## src/core/ccr_pkg.sv

```systemverilog
// Package: register map, field layout and version encodings of the card configuration bank
package ccr_pkg;

	// ****************************************
	// Register byte offsets on APB
	// ****************************************
	localparam logic [7:0] CCR_OFS_FEAT_LO  = 8'h00; // Feature word bits 31..0
	localparam logic [7:0] CCR_OFS_FEAT_HI  = 8'h04; // Feature word bits 63..32
	localparam logic [7:0] CCR_OFS_DRV      = 8'h08; // Driver stage register
	localparam logic [7:0] CCR_OFS_STATUS   = 8'h0c; // Decoded version and checks
	localparam logic [7:0] CCR_OFS_CSI_FLAG = 8'h10; // Driver stage implemented indicator
	localparam int         CCR_ADDR_W       = 8;

	// ****************************************
	// Field positions in the 64-bit feature word
	// ****************************************
	localparam int CCR_STRUCT_HI  = 63;
	localparam int CCR_STRUCT_LO  = 60;
	localparam int CCR_BASE_HI    = 59;
	localparam int CCR_BASE_LO    = 56;
	localparam int CCR_ERASE_BIT  = 55;
	localparam int CCR_SEC_HI     = 54;
	localparam int CCR_SEC_LO     = 52;
	localparam int CCR_BUSW_HI    = 51;
	localparam int CCR_BUSW_LO    = 48;
	localparam int CCR_V3_BIT     = 47;
	localparam int CCR_EXSEC_HI   = 46;
	localparam int CCR_EXSEC_LO   = 43;
	localparam int CCR_V4_BIT     = 42;
	localparam int CCR_EXT_HI     = 41;
	localparam int CCR_EXT_LO     = 38;
	localparam int CCR_RSVD_BIT   = 37;
	localparam int CCR_CMDS_HI    = 36;
	localparam int CCR_CMDS_LO    = 32;
	localparam int CCR_CMD23_BIT  = 33;

	// ****************************************
	// Field values and reset values
	// ****************************************
	localparam logic [3:0]  CCR_STRUCT_V10   = 4'h0;
	localparam logic [3:0]  CCR_BUSW_REQ     = 4'h5;
	localparam logic [3:0]  CCR_BASE_V101    = 4'h0;
	localparam logic [3:0]  CCR_BASE_V110    = 4'h1;
	localparam logic [3:0]  CCR_BASE_V200    = 4'h2;
	localparam logic [3:0]  CCR_EXT_MAX      = 4'h5;
	localparam logic [3:0]  CCR_EXT_V9       = 4'h5;
	localparam logic [15:0] CCR_DRV_RESET    = 16'h0404;
	localparam logic [31:0] CCR_MFR_DEFAULT  = 32'h0000_0000; // Arbitrary value
	// Default contents: version 3.0X, 1/4 bit widths, no security, all else zero
	localparam logic [63:0] CCR_FEAT_DEFAULT = 64'h0205_8000_0000_0000;

	// ****************************************
	// Decoded version code
	// ****************************************
	typedef enum logic [3:0] {
		CCR_VER_1_01 = 4'b0000,
		CCR_VER_1_10 = 4'b0001,
		CCR_VER_2_00 = 4'b0010,
		CCR_VER_3_0X = 4'b0011,
		CCR_VER_4_XX = 4'b0100,
		CCR_VER_5_XX = 4'b0101,
		CCR_VER_6_XX = 4'b0110,
		CCR_VER_7_XX = 4'b0111,
		CCR_VER_8_XX = 4'b1000,
		CCR_VER_9_XX = 4'b1001,
		CCR_VER_RSVD = 4'b1111
	} ccr_ver_t;

	// Status word bit positions
	localparam int CCR_ST_VER_LO   = 0;
	localparam int CCR_ST_VER_HI   = 3;
	localparam int CCR_ST_VALID    = 4;
	localparam int CCR_ST_CMD6     = 5;
	localparam int CCR_ST_CMD8     = 6;
	localparam int CCR_ST_CMD42    = 7;
	localparam int CCR_ST_CAP2G    = 8;
	localparam int CCR_ST_V3REQ    = 9;
	localparam int CCR_ST_FASTBOOT = 10;

endpackage : ccr_pkg

```

## src/core/ccr_feat_if.sv

```systemverilog
// Interface: feature word and its decoded version between the bank and the decoder
`timescale 1ns/1ps
interface ccr_feat_if;
	logic [63:0]           feat;
	ccr_pkg::ccr_ver_t     ver;
	logic                  valid;
	logic                  v3_required;

	modport bank (output feat, input ver, input valid, input v3_required);
	modport dec  (input feat, output ver, output valid, output v3_required);
endinterface : ccr_feat_if

```

## src/core/ccr_bank.sv

```systemverilog
// Card configuration register bank: fixed feature word, driver stage register, APB slave
//
// Implementation choices: register access over APB and the placing of the registers.
`timescale 1ns/1ps

// How it works
// - Driver stage register is 16 bits, resets to 0x404, host may rewrite it.
// - Driver stage presence is reported by a separate card-specific-info indicator bit.
// - Feature word is 64 bits, fixed at manufacture, read-only to the host.
// - Structure version at 63..60 reads 0; values 1..15 are never returned.
// - Base version field sits at bits 59..56.
// - Version-3 flag at bit 47, set for version 3.00 or later.
// - Version-4 flag at bit 42; extended version field at bits 41..38.
// - Erase 55, security 54..52, widths 51..48, ext security 46..43, reserved 37, commands 36..32.
// - Low 32 bits are manufacturer-owned with no standard meaning.
// - All-zero versions: no CMD6, no CMD8, capacity up to 2GB.
// - Base 1, rest zero: CMD6 but not CMD8, capacity up to 2GB.
// - Base 2, rest zero: CMD6, CMD8 and CMD42 supported.
// - Base 2 with version-3 flag: version 2.00 command set present.
// - Block-count support (command bit 33) forces version 3.00 or later.
// - Version 4: base 2, v3 1, v4 1, extended 0.
// - Versions 5..9: base 2, v3 1, extended 1..5.
// - From version 5, v4 flag mirrors any version-4 function support.
// - Unlisted version combinations are reserved and never reported; one set in FEAT_VALUE reads back and decodes as CCR_VER_RSVD.
// - Extended 5 with boot support also implies fast boot support.
// - Bus width field holds 0101: one-bit and four-bit both supported.
module ccr_bank #(
	parameter logic [63:0] FEAT_VALUE   = ccr_pkg::CCR_FEAT_DEFAULT,
	parameter logic        DRV_IMPL     = 1'b1,
	parameter logic        BOOT_SUPPORT = 1'b0
) (
	input  wire logic                           pclk,
	input  wire logic                           presetn,
	input  wire logic                           psel,
	input  wire logic                           penable,
	input  wire logic                           pwrite,
	input  wire logic [ccr_pkg::CCR_ADDR_W-1:0] paddr,
	input  wire logic [31:0]                    pwdata,
	input  wire logic [3:0]                     pstrb,
	output logic      [31:0]                    prdata,
	output logic                                pready,
	output logic                                pslverr,
	output logic      [15:0]                    drv_stage,
	output logic                                drv_impl,
	output logic                                feat_valid
);
	import ccr_pkg::*;

	// ****************************************
	// Fixed feature word
	// ****************************************
	ccr_feat_if fif ();

	logic [63:0] feat_w;
	logic        fast_boot_w;

	// Force the fields the hardware pins down; the rest come from the build value
	always_comb begin
		feat_w = FEAT_VALUE;
		feat_w[CCR_STRUCT_HI:CCR_STRUCT_LO] = CCR_STRUCT_V10;
		feat_w[CCR_BUSW_HI:CCR_BUSW_LO] = CCR_BUSW_REQ;
		feat_w[CCR_RSVD_BIT] = 1'b0;
	end

	assign fif.feat = feat_w;

	ccr_ver_decode u_dec (
		.f (fif.dec)
	);

	// Fast boot goes with boot support on an extended-5 card
	assign fast_boot_w = BOOT_SUPPORT &&
		(feat_w[CCR_EXT_HI:CCR_EXT_LO] == CCR_EXT_V9);

	// ****************************************
	// Decoded status word
	// ****************************************
	logic [31:0] status_w;
	logic        ver3_ok_w;

	assign ver3_ok_w = fif.ver inside {CCR_VER_3_0X, CCR_VER_4_XX, CCR_VER_5_XX,
		CCR_VER_6_XX, CCR_VER_7_XX, CCR_VER_8_XX, CCR_VER_9_XX};

	// Capabilities implied by the reported version
	always_comb begin
		status_w = 32'h0000_0000;
		status_w[CCR_ST_VER_HI:CCR_ST_VER_LO] = fif.ver;
		status_w[CCR_ST_VALID] = fif.valid && (!fif.v3_required || ver3_ok_w);
		status_w[CCR_ST_CMD6] = (fif.ver != CCR_VER_1_01) && (fif.ver != CCR_VER_RSVD);
		status_w[CCR_ST_CMD8] = (fif.ver != CCR_VER_1_01) && (fif.ver != CCR_VER_1_10) &&
			(fif.ver != CCR_VER_RSVD);
		status_w[CCR_ST_CMD42] = status_w[CCR_ST_CMD8];
		status_w[CCR_ST_CAP2G] = (fif.ver == CCR_VER_1_01) || (fif.ver == CCR_VER_1_10);
		status_w[CCR_ST_V3REQ] = fif.v3_required;
		status_w[CCR_ST_FASTBOOT] = fast_boot_w;
	end

	// ****************************************
	// APB slave
	// ****************************************
	logic        setup_w;
	logic        hit_w;
	logic [31:0] rd_w;
	logic [15:0] drv_q;
	logic [15:0] drv_d;
	logic        drv_we_w;

	assign setup_w = psel && !penable;

	// Address decode and read mux
	always_comb begin
		hit_w = 1'b1;
		rd_w  = 32'h0000_0000;
		case (paddr)
			CCR_OFS_FEAT_LO:  rd_w = feat_w[31:0];
			CCR_OFS_FEAT_HI:  rd_w = feat_w[63:32];
			CCR_OFS_DRV:      rd_w = {16'h0000, drv_q};
			CCR_OFS_STATUS:   rd_w = status_w;
			CCR_OFS_CSI_FLAG: rd_w = {31'h0000_0000, DRV_IMPL};
			default:          hit_w = 1'b0;
		endcase
	end

	// Byte-lane merge for the driver stage register
	always_comb begin
		drv_d = drv_q;
		if (pstrb[0]) begin
			drv_d[7:0] = pwdata[7:0];
		end
		if (pstrb[1]) begin
			drv_d[15:8] = pwdata[15:8];
		end
	end

	// Write commits in the access phase, which is always the first
	assign drv_we_w = psel && penable && pwrite && (paddr == CCR_OFS_DRV) && DRV_IMPL;

	// Driver stage register
	always_ff @(posedge pclk or negedge presetn) begin
		if (!presetn) begin
			drv_q <= CCR_DRV_RESET;
		end else if (drv_we_w) begin
			drv_q <= drv_d;
		end
	end

	// No wait state: answer is raised in the first access cycle
	always_ff @(posedge pclk or negedge presetn) begin
		if (!presetn) begin
			pready <= 1'b0;
		end else begin
			pready <= setup_w;
		end
	end

	// Read data and error registered at setup, held through access
	always_ff @(posedge pclk or negedge presetn) begin
		if (!presetn) begin
			prdata  <= 32'h0000_0000;
			pslverr <= 1'b0;
		end else if (setup_w) begin
			prdata  <= pwrite ? 32'h0000_0000 : rd_w;
			pslverr <= !hit_w || (pwrite && paddr != CCR_OFS_DRV);
		end
	end

	// Mirror outputs
	always_ff @(posedge pclk or negedge presetn) begin
		if (!presetn) begin
			drv_stage  <= CCR_DRV_RESET;
			drv_impl   <= 1'b0;
			feat_valid <= 1'b0;
		end else begin
			drv_stage  <= drv_q;
			drv_impl   <= DRV_IMPL;
			feat_valid <= status_w[CCR_ST_VALID];
		end
	end

endmodule : ccr_bank

```

## src/core/ccr_ver_decode.sv

```systemverilog
// Version decoder: maps the four version fields of the feature word to a version code
`timescale 1ns/1ps
module ccr_ver_decode (
	ccr_feat_if.dec f
);
	import ccr_pkg::*;

	logic [3:0] base_w;
	logic [3:0] ext_w;
	logic       v3_w;
	logic       v4_w;

	// Field slices
	assign base_w = f.feat[CCR_BASE_HI:CCR_BASE_LO];
	assign ext_w  = f.feat[CCR_EXT_HI:CCR_EXT_LO];
	assign v3_w   = f.feat[CCR_V3_BIT];
	assign v4_w   = f.feat[CCR_V4_BIT];

	// Version combinations; anything not listed decodes as reserved
	always_comb begin
		f.ver = CCR_VER_RSVD;
		if (base_w == CCR_BASE_V101 && !v3_w && !v4_w && ext_w == 4'h0) begin
			f.ver = CCR_VER_1_01;
		end else if (base_w == CCR_BASE_V110 && !v3_w && !v4_w && ext_w == 4'h0) begin
			f.ver = CCR_VER_1_10;
		end else if (base_w == CCR_BASE_V200 && !v3_w && !v4_w && ext_w == 4'h0) begin
			f.ver = CCR_VER_2_00;
		end else if (base_w == CCR_BASE_V200 && v3_w && !v4_w && ext_w == 4'h0) begin
			f.ver = CCR_VER_3_0X;
		end else if (base_w == CCR_BASE_V200 && v3_w && v4_w && ext_w == 4'h0) begin
			f.ver = CCR_VER_4_XX;
		end else if (base_w == CCR_BASE_V200 && v3_w && ext_w != 4'h0 && ext_w <= CCR_EXT_MAX) begin
			f.ver = ccr_ver_t'(ext_w + 4'h4);
		end
	end

	// Structure version must be 1.0 and the combination must be listed
	assign f.valid = (f.ver != CCR_VER_RSVD) &&
		(f.feat[CCR_STRUCT_HI:CCR_STRUCT_LO] == CCR_STRUCT_V10);

	// Fast-block-count support asks for version 3.00 or later
	assign f.v3_required = f.feat[CCR_CMD23_BIT];

endmodule : ccr_ver_decode

```

## config.mk

```make
export PLATFORM = sky130hd
export DESIGN_NAME = ccr_bank
export DESIGN_NICKNAME = d
export VERILOG_FILES = /design/src/core/ccr_pkg.sv /design/src/core/ccr_feat_if.sv /design/src/core/ccr_bank.sv /design/src/core/ccr_ver_decode.sv
export SDC_FILE = /design/constraint.sdc
export NUM_CORES = 1
export LEC_CHECK = 0
export BUFFER_PORTS_ARGS = -buffer_cell sky130_fd_sc_hd__buf_2
export CAP_MARGIN = 20
export CORE_MARGIN = 2
export CORE_UTILIZATION = 29
export CTS_CLUSTER_SIZE = 12
export DETAILED_ROUTE_END_ITERATION = 10
export PLACE_DENSITY_LB_ADDON = 0.1
export SLEW_MARGIN = 15
export SYNTH_ARGS = -nofsm -noshare
export SYNTH_HDL_FRONTEND = slang
export SYNTH_SLANG_ARGS = --single-unit
```

## constraint.sdc

```tcl
create_clock -name pclk -period 1.19 [get_ports pclk]
set_input_delay 0.238 -clock pclk [delete_from_list [all_inputs] [get_ports pclk]]
set_output_delay 0.238 -clock pclk [all_outputs]
set_load 0.02 [all_outputs]
```

# After elaboration in Yosys (flattened, before gate mapping)
# Cells that the tools add are included.
word_totals:
  inputBits: 49
  output_inout_bits: 52
  regBits: 67
  elab_cells: 27
op_classes:
  n_mux: 3
  eq_ne: 5
  reduce_logical: 12
op_table:
  columns: ["op", "count"]
  rows:
  - ["case mux 26 bit (4 select lines)", 1]
  - ["two-way mux 32 bit", 1]
  - ["== test 8 x 4 -> 1 bit (second input constant)", 2]
  - ["== test 8 x 3 -> 1 bit (second input constant)", 1]
  - ["== test 8 x 5 -> 1 bit (second input constant)", 1]
  - ["logical NOT 8 bit", 1]
  - ["!= test 8 x 4 -> 1 bit (second input constant)", 1]
  - ["logical AND 1 bit", 5]
  - ["OR reduction 5 bit", 1]
  - ["AND reduction 2 bit", 2]
  - ["logical NOT 1 bit", 2]
  - ["logical OR 1 bit", 1]
  - ["two-way mux 1 bit", 1]

# Longest topological paths before layout
# Gate-level depths: netlist of run 1.
logic_depth:
  depth_word: 5
  ltp_mapped: 5
  ltp_nobuf: 4

# By module
# Synthesis of run 1 repeated with hierarchy kept, for this count alone.
hier_totals:
  cells_unflattened: 210
  area_unflattened_um2: 2471.1
modules_own_cells:
  columns: ["mod", "area_per_inst_um2", "seq_area_each_um2", "n_inst", "cells_per_inst"]
  rows:
  - ["ccr_bank", 2204.6, 1331.3, 1, 171]
  - ["ccr_ver_decode", 266.5, 0.0, 1, 39]

# Worst setup path after synthesis of run 1
# No wires, ideal clock.
synth_timing:
  path_kind: "input to register"
  start: "input paddr[5] (netlist name)"
  end: "register drv_q[11]"
  cell_stages: 4
  path_buffers: 1
  t_arrival_ps: 1737
  t_required_ps: 1065
  setup_ps: 125
  slack_ps: -672
  cell_sequence: "or4_1 buf_2 nor4_4 mux2_2"
synth_via:
  elab_chain_cells: 3
synth_lines:
  columns: ["item", "line_no", "source"]
  rows:
  - ["start: declaration", "ccr_bank.sv:37", "input wire logic [ccr_pkg::CCR_ADDR_W-1:0] paddr,"]
  - ["== test 8 x 4 -> 1 bit", "ccr_bank.sv:136", "assign drv_we_w = psel && penable && pwrite && (paddr == CCR_OFS_DRV) && DRV_IMPL;"]
  - ["logical AND 1 bit", "ccr_bank.sv:136", null]
  - ["AND reduction 2 bit (no source line)", null, null]
  - ["end signal: assignment", "ccr_bank.sv:143", "drv_q <= drv_d;"]
  - ["end: declaration", "ccr_bank.sv:104", "logic [15:0] drv_q;"]
# No other way between the ends.
# A chain may end at the register's enable or synchronous reset.

# Final worst setup path of run 1
layout_timing:
  start: "input paddr[1] (netlist name)"
  end: "register drv_q[5]"
# Same word-level chain as after synthesis.

==> impl_metrics.tcl, run 1 <==
set metrics [dict create \
    synth.avg_cell_area_um2 12.44 \
    rrSetupSlack_ps 190 \
    synthMuxAreaShare_pct 9.939 \
    yosysWarnings 0 \
    grt_pass1_vias 1456 \
    rows 30 \
    cts_setup_buffers 0 \
    clk_latency_ps 300 \
    htree_levels 2 \
    met3_length_um 293 \
    peakVddDrop_uv 457.0 \
    rsz0062_at_grt "yes" \
    syn_inst 164 \
    vias 1411 \
    drtIter0Drc 52 \
    cts_sinks 52 \
    fin_crit_sh_pct 120.1 \
    min-delay-start "pwdata[13]" \
    ys_types 26 \
    wl_met2_mm 2.049 \
    dieArea_um2 7719 \
    cp_cell_sequence "buf_6, or4_4, nor4_4, buf_6, mux2_4" \
    synth-seq-cells 52 \
    final-max-slew-violation-count 0 \
    fmax_mhz 700.0 \
    min_path_type "in -> reg" \
    start_util_pct 30.02 \
    routabilityCongestion 0.6924 \
    grt_overflow 0 \
    critPathCaptureType "flop" \
    setup_ws_ps -238.6 \
    utilization_pct 40.70 \
    r2r-start "drv_q[15]" \
    hold_viol 0 \
    nets 295 \
    antenna_found_initial 0 \
    fin_hold_ws_ps 177.5 \
    antenna_left 0 \
    fin_skew_ps 11.83 \
    design.portCount 101 \
    synthSimpleGateAreaFrac_pct 11.29 \
    portBuffers 69 \
    clockRootBuffer "clkbuf_8" \
    violations "setup timing" \
    critPathArrivalTime_ps 1600 \
    clock_path_buffers 2 \
    grt_pass1_wl_mm 7.245 \
    die_y_um 87.86 \
    worst_path_max_delay_cell "or4_4" \
    synth-xor-area-share_pct 0 \
    synth_top_family_by_area "simple AND/OR/NAND/NOR gates" \
    crit_path_max_incr_delay_ps 590 \
    mostFrequentLayoutCell "buf_2" \
    synth_compound_area_share_pct 6.810 \
    crit_required_ps 1370 \
    power.leakage_nw 1.422 \
    num_antenna_cells 0 \
    status "finished with violations" \
    rr_worst_depth 3 \
    coreArea_um2 6794 \
    synthFlopType "dfrtp_1" \
    start_kind "input pin" \
    dpl.hpwl_mm 3.214 \
    path_clk_slew_ps 90 \
    min_period_ps 1429 \
    grt_usage_pct 12.26 \
    grt_max_degree 53 \
    mostFrequentLayoutCells "buf_2 (66), dfrtp_1 (48), nand2_1 (27), mux2_4 (16), conb_1 (14)" \
    async_reset_ff_share_pct 100.0 \
    drive_gt1_share_pct 50.00 \
    yosysSeqAreaShare_pct 64.05 \
    timing.rr.end "prdata[15]" \
    total_power_mw 3.205 \
    powerDensity_nw_per_um2 1159 \
    dieWidth_um 87.86 \
    wire_per_inst_um 13.03 \
    wl_met1_mm 2.074 \
    synthAdderAreaFrac_pct 0 \
    path_common_cell "buf_6" \
    synthToLayoutAreaGrowth_pct 35.58 \
    post-route-drc-count 0 \
    via_per_inst 4.126 \
    synth_edf_count 0 \
    cts_tree "built" \
    wirelength_mm 4.457 \
    cap_viol_max_count 0 \
    setup_viol 33 \
    critPathKind "in -> reg" \
    top_layer "met4" \
    crit_fanout 7 \
    min_to "drv_q[13]" \
    drtPass1Iterations 4 \
    holdPathStages 2 \
    netlist_area_um2 2039 \
    cts_buffers 5 \
]
per-layer routing:
metal	vias up	global-route usage [%]
li1	686	-
met1	673	16.98
met2	47	18.80
met3	5	3.864
met4	0	2.937
met5	-	0
worst max-delay path: cells and delay by family:
family                 cells  cell delay, ps
buffers and inverters      2             280
multiplexers               1             300
AND/OR/NAND/NOR            2             790
report_power, final:
part           switching (mW)  internal [mW]
registers             0.00629           1.78
logic                   0.168          0.102
clock network           0.532          0.617
flip-flops by register name (all words and copies together), names as in the netlist:
name       cells
prdata        17
drv_q         16
drv_stage     16
pready         1
drv_impl       1
pslverr        1
worst max path at each step:
stage          startpoint         to  slack, ps  cells past startpoint
6_report         paddr[1]   drv_q[5]       -240                      5
5_1_grt          paddr[1]   drv_q[5]       -290                      5
4_1_cts          paddr[1]   drv_q[4]       -250                      5
3_5_place_dp     paddr[5]   drv_q[1]       -710                      5
3_3_place_gp     paddr[5]   drv_q[1]       -690                      5
2_1_floorplan    paddr[5]  drv_q[11]       -650                      4
kinds of logic after synthesis:
| family | count (synthesis) |
|---|---|
| compound gates | 25 |
| buf+inv | 24 |
| flops | 52 |
| mux | 18 |
| other cells | 2 |
| simple gates | 43 |
metrics by stage:
stage | cells | TNS [ps] | setup WS, ps | area, um2
after floorplan | 176 | -18400 | -654.4 | 2095
after global placement | 335 | -21010 | -692.8 | 2540
after detailed placement | 335 | -21540 | -708.5 | 2540
after CTS | 343 | -6785 | -247.5 | 2768
after global routing | 342 | -7431 | -289.1 | 2765
final | 342 | -6479 | -238.6 | 2765
repair_timing:
item                       CTS  global route
setup endpoints to repair   35            35
gates resized for setup     35             3
pin swaps                   12             0
hold endpoints to repair    48             0
hold buffers                 1             0
synthesized netlist by cell type, types with 3 or more instances:
library cell  count  area share (%)
buf_2             3            0.74
mux2_2           17             9.4
nand2_1          27             5.0
dfrtp_1          48              59
o21ai_1           9             2.2
buf_4            16             5.9
o21ai_0          10             2.5
or4_1             4             1.5
nor2_1            3            0.55
dfstp_2           4             5.2
area by class of cell:
class | count | area, um2
tap | 96 | 120.1
sequential | 52 | 1306
fill | 682 | 4029
clock buffer | 6 | 72.57
multi-input combinational | 100 | 721.9
clock inverter | 1 | 30.03
inverter | 2 | 7.507
timing repair buffer | 85 | 506.7
(Power assumes the default switching activity.)
==> run 2, diff against run 1 <==
==> constraint.sdc (replaced) <==
create_clock -name pclk -period 1.19 [get_ports pclk]
set_input_delay 0.238 -clock pclk [delete_from_list [all_inputs] [get_ports pclk]]
set_output_delay 0.238 -clock pclk [all_outputs]
set_load 0.05 [all_outputs]
==> run 2 against run 1 <==
Compared with the run above:
- the flow still finishes with violations (setup timing)
- critical path depth did not move
- wire length rose by 0.67%
- largest cell class unchanged
- hold slack worse by 0.53 ps
- critical path type unchanged
- combinational power up 30%
==> impl_metrics.tcl, run 2 (synthesis gave the netlist of run 1 again) <==
set metrics [dict create \
    powerDensity_nw_per_um2 1160 \
    largestRegisters "prdata x17, drv_q x16, drv_stage x16" \
    start_kind "input pin" \
    dieArea_um2 7719 \
    htree_levels 2 \
    start_util_pct 30.02 \
    crit_fanout 7 \
    regMostFlops "prdata" \
    use_met2_pct 18.87 \
    num_antenna_cells 0 \
    portBuffers 69 \
    drive_gt1_share_pct 50.41 \
    final-max-slew-violation-count 0 \
    grt_overflow 0 \
    pre_cts_ws_ps -708.5 \
    wirelength_mm 4.487 \
    regArea_um2 1308 \
    placed_area_um2 2540 \
    met3_usage_pct 3.864 \
    antenna_found_initial 0 \
    crit_required_ps 1370 \
    grt-busiest-layer "met2" \
    fin_hold_ws_ps 176.9 \
    clock_path_buffers 2 \
    grt_pass1_wl_mm 7.272 \
    min_path_type "in -> reg" \
    fin_crit_sh_pct 119.9 \
    rows 30 \
    cts_buffers 5 \
    dieWidth_um 87.86 \
    violations "setup timing" \
    fin_skew_ps 11.28 \
    mostFrequentLayoutCells "buf_2 (50), dfrtp_1 (47), nand2_1 (27), mux2_4 (16), conb_1 (14)" \
    post-route-drc-count 0 \
    peakVddDrop_uv 463.9 \
    cts_setup_buffers 0 \
    grt_pass1_vias 1462 \
    fin_area_um2 2833 \
    hold_viol 0 \
    cts_tree "built" \
    cp_cell_sequence "buf_6, or4_4, nor4_4, buf_6, mux2_4" \
    mostFrequentLayoutCell "buf_2" \
    layout.cells.non_filler 342 \
    status "finished with violations" \
    path_common_cell "buf_6" \
    setup_viol 35 \
    grt_max_degree 53 \
    coreArea_um2 6794 \
    die_y_um 87.86 \
    fmax_mhz 700.7 \
    critPathArrivalTime_ps 1600 \
    drtPass1Iterations 4 \
    antenna_left 0 \
    power.leakage_nw 1.420 \
    rsz0062_at_grt "yes" \
    dpl.hpwl_mm 3.214 \
    nFillCells 676 \
    setup_ws_ps -237.2 \
    vias 1403 \
    utilization_pct 41.69 \
    cts_sinks 52 \
    via_per_inst 4.102 \
    clockRootBuffer "clkbuf_8" \
    crit_path_max_incr_delay_ps 590 \
    critPathKind "in -> reg" \
    cap_viol_max_count 0 \
    placed_cells 335 \
    synthToLayoutAreaGrowth_pct 38.90 \
    routabilityCongestion 0.6924 \
    nets 295 \
    path_clk_slew_ps 90 \
    drtIter0Drc 52 \
    min_period_ps 1427 \
    grt_usage_pct 12.30 \
    multiInputGateArea_um2 721.9 \
    design.portCount 101 \
    use_met1_pct 17.04 \
    critPathCaptureType "flop" \
    wire_per_inst_um 13.12 \
    clk_latency_ps 300 \
    worst_path_max_delay_cell "or4_4" \
    largest_reg_flops 17 \
]
run 2: power by group:
group | leakage, nW | switching, mW | internal (mW) | total [mW]
Clock | 0.0513 | 0.533 | 0.617 | 1.15
Combinational | 0.668 | 0.247 | 0.104 | 0.351
Sequential | 0.701 | 0.00664 | 1.78 | 1.79
run 2: area by class of cell:
class                   instances  area share (%)
clock buffers                   6           2.562
clock inverters                 1           1.060
well taps                      96           4.240
flip-flops and latches         52           46.16
inverters                       2          0.2650
multi-input cells             100           25.49
repair buffers                 85           20.23
run 2: final timing paths:
kind                            startpoint            end  slack, ps  cells after the start
worst max-delay path              paddr[1]       drv_q[4]       -240                      5
worst min-delay path            pwdata[13]      drv_q[13]        180                      2
worst max register to register   drv_q[15]     prdata[15]        190                      3
worst min register to register    drv_q[2]   drv_stage[2]        380                      0
max in group asynchronous          presetn       drv_q[2]        440                      3
min in group asynchronous          presetn  drv_stage[13]        440                      3
run 2: worst max-delay path, delay by kind of cell:
kind	cells	cell delay, ps
simple gates	2	790
buf+inv	2	280
mux	1	300
run 2: per-stage QoR:
stage | TNS [ps] | power (mW)
after global routing | -7519 | 3.462
after global placement | -21010 | 2.162
after floorplan | -18400 | 2.039
after detailed placement | -21540 | 2.161
final | -6538 | 3.287
after CTS | -6860 | 3.351
run 2: per-layer routing:
metal / part of all wire, % / up-vias
li1: - / 686
met1: 47 / 667
met2: 46 / 45
met3: 6.0 / 5
met4: 0.87 / 0
met5: 0 / -
run 2: what timing repair did:
item,CTS,global route
hold endpoints to repair,48,0
gates cloned,0,0
gates resized for setup,41,21
hold buffers,1,0
pin swaps,12,0
endpoints found under the setup margin,40,51
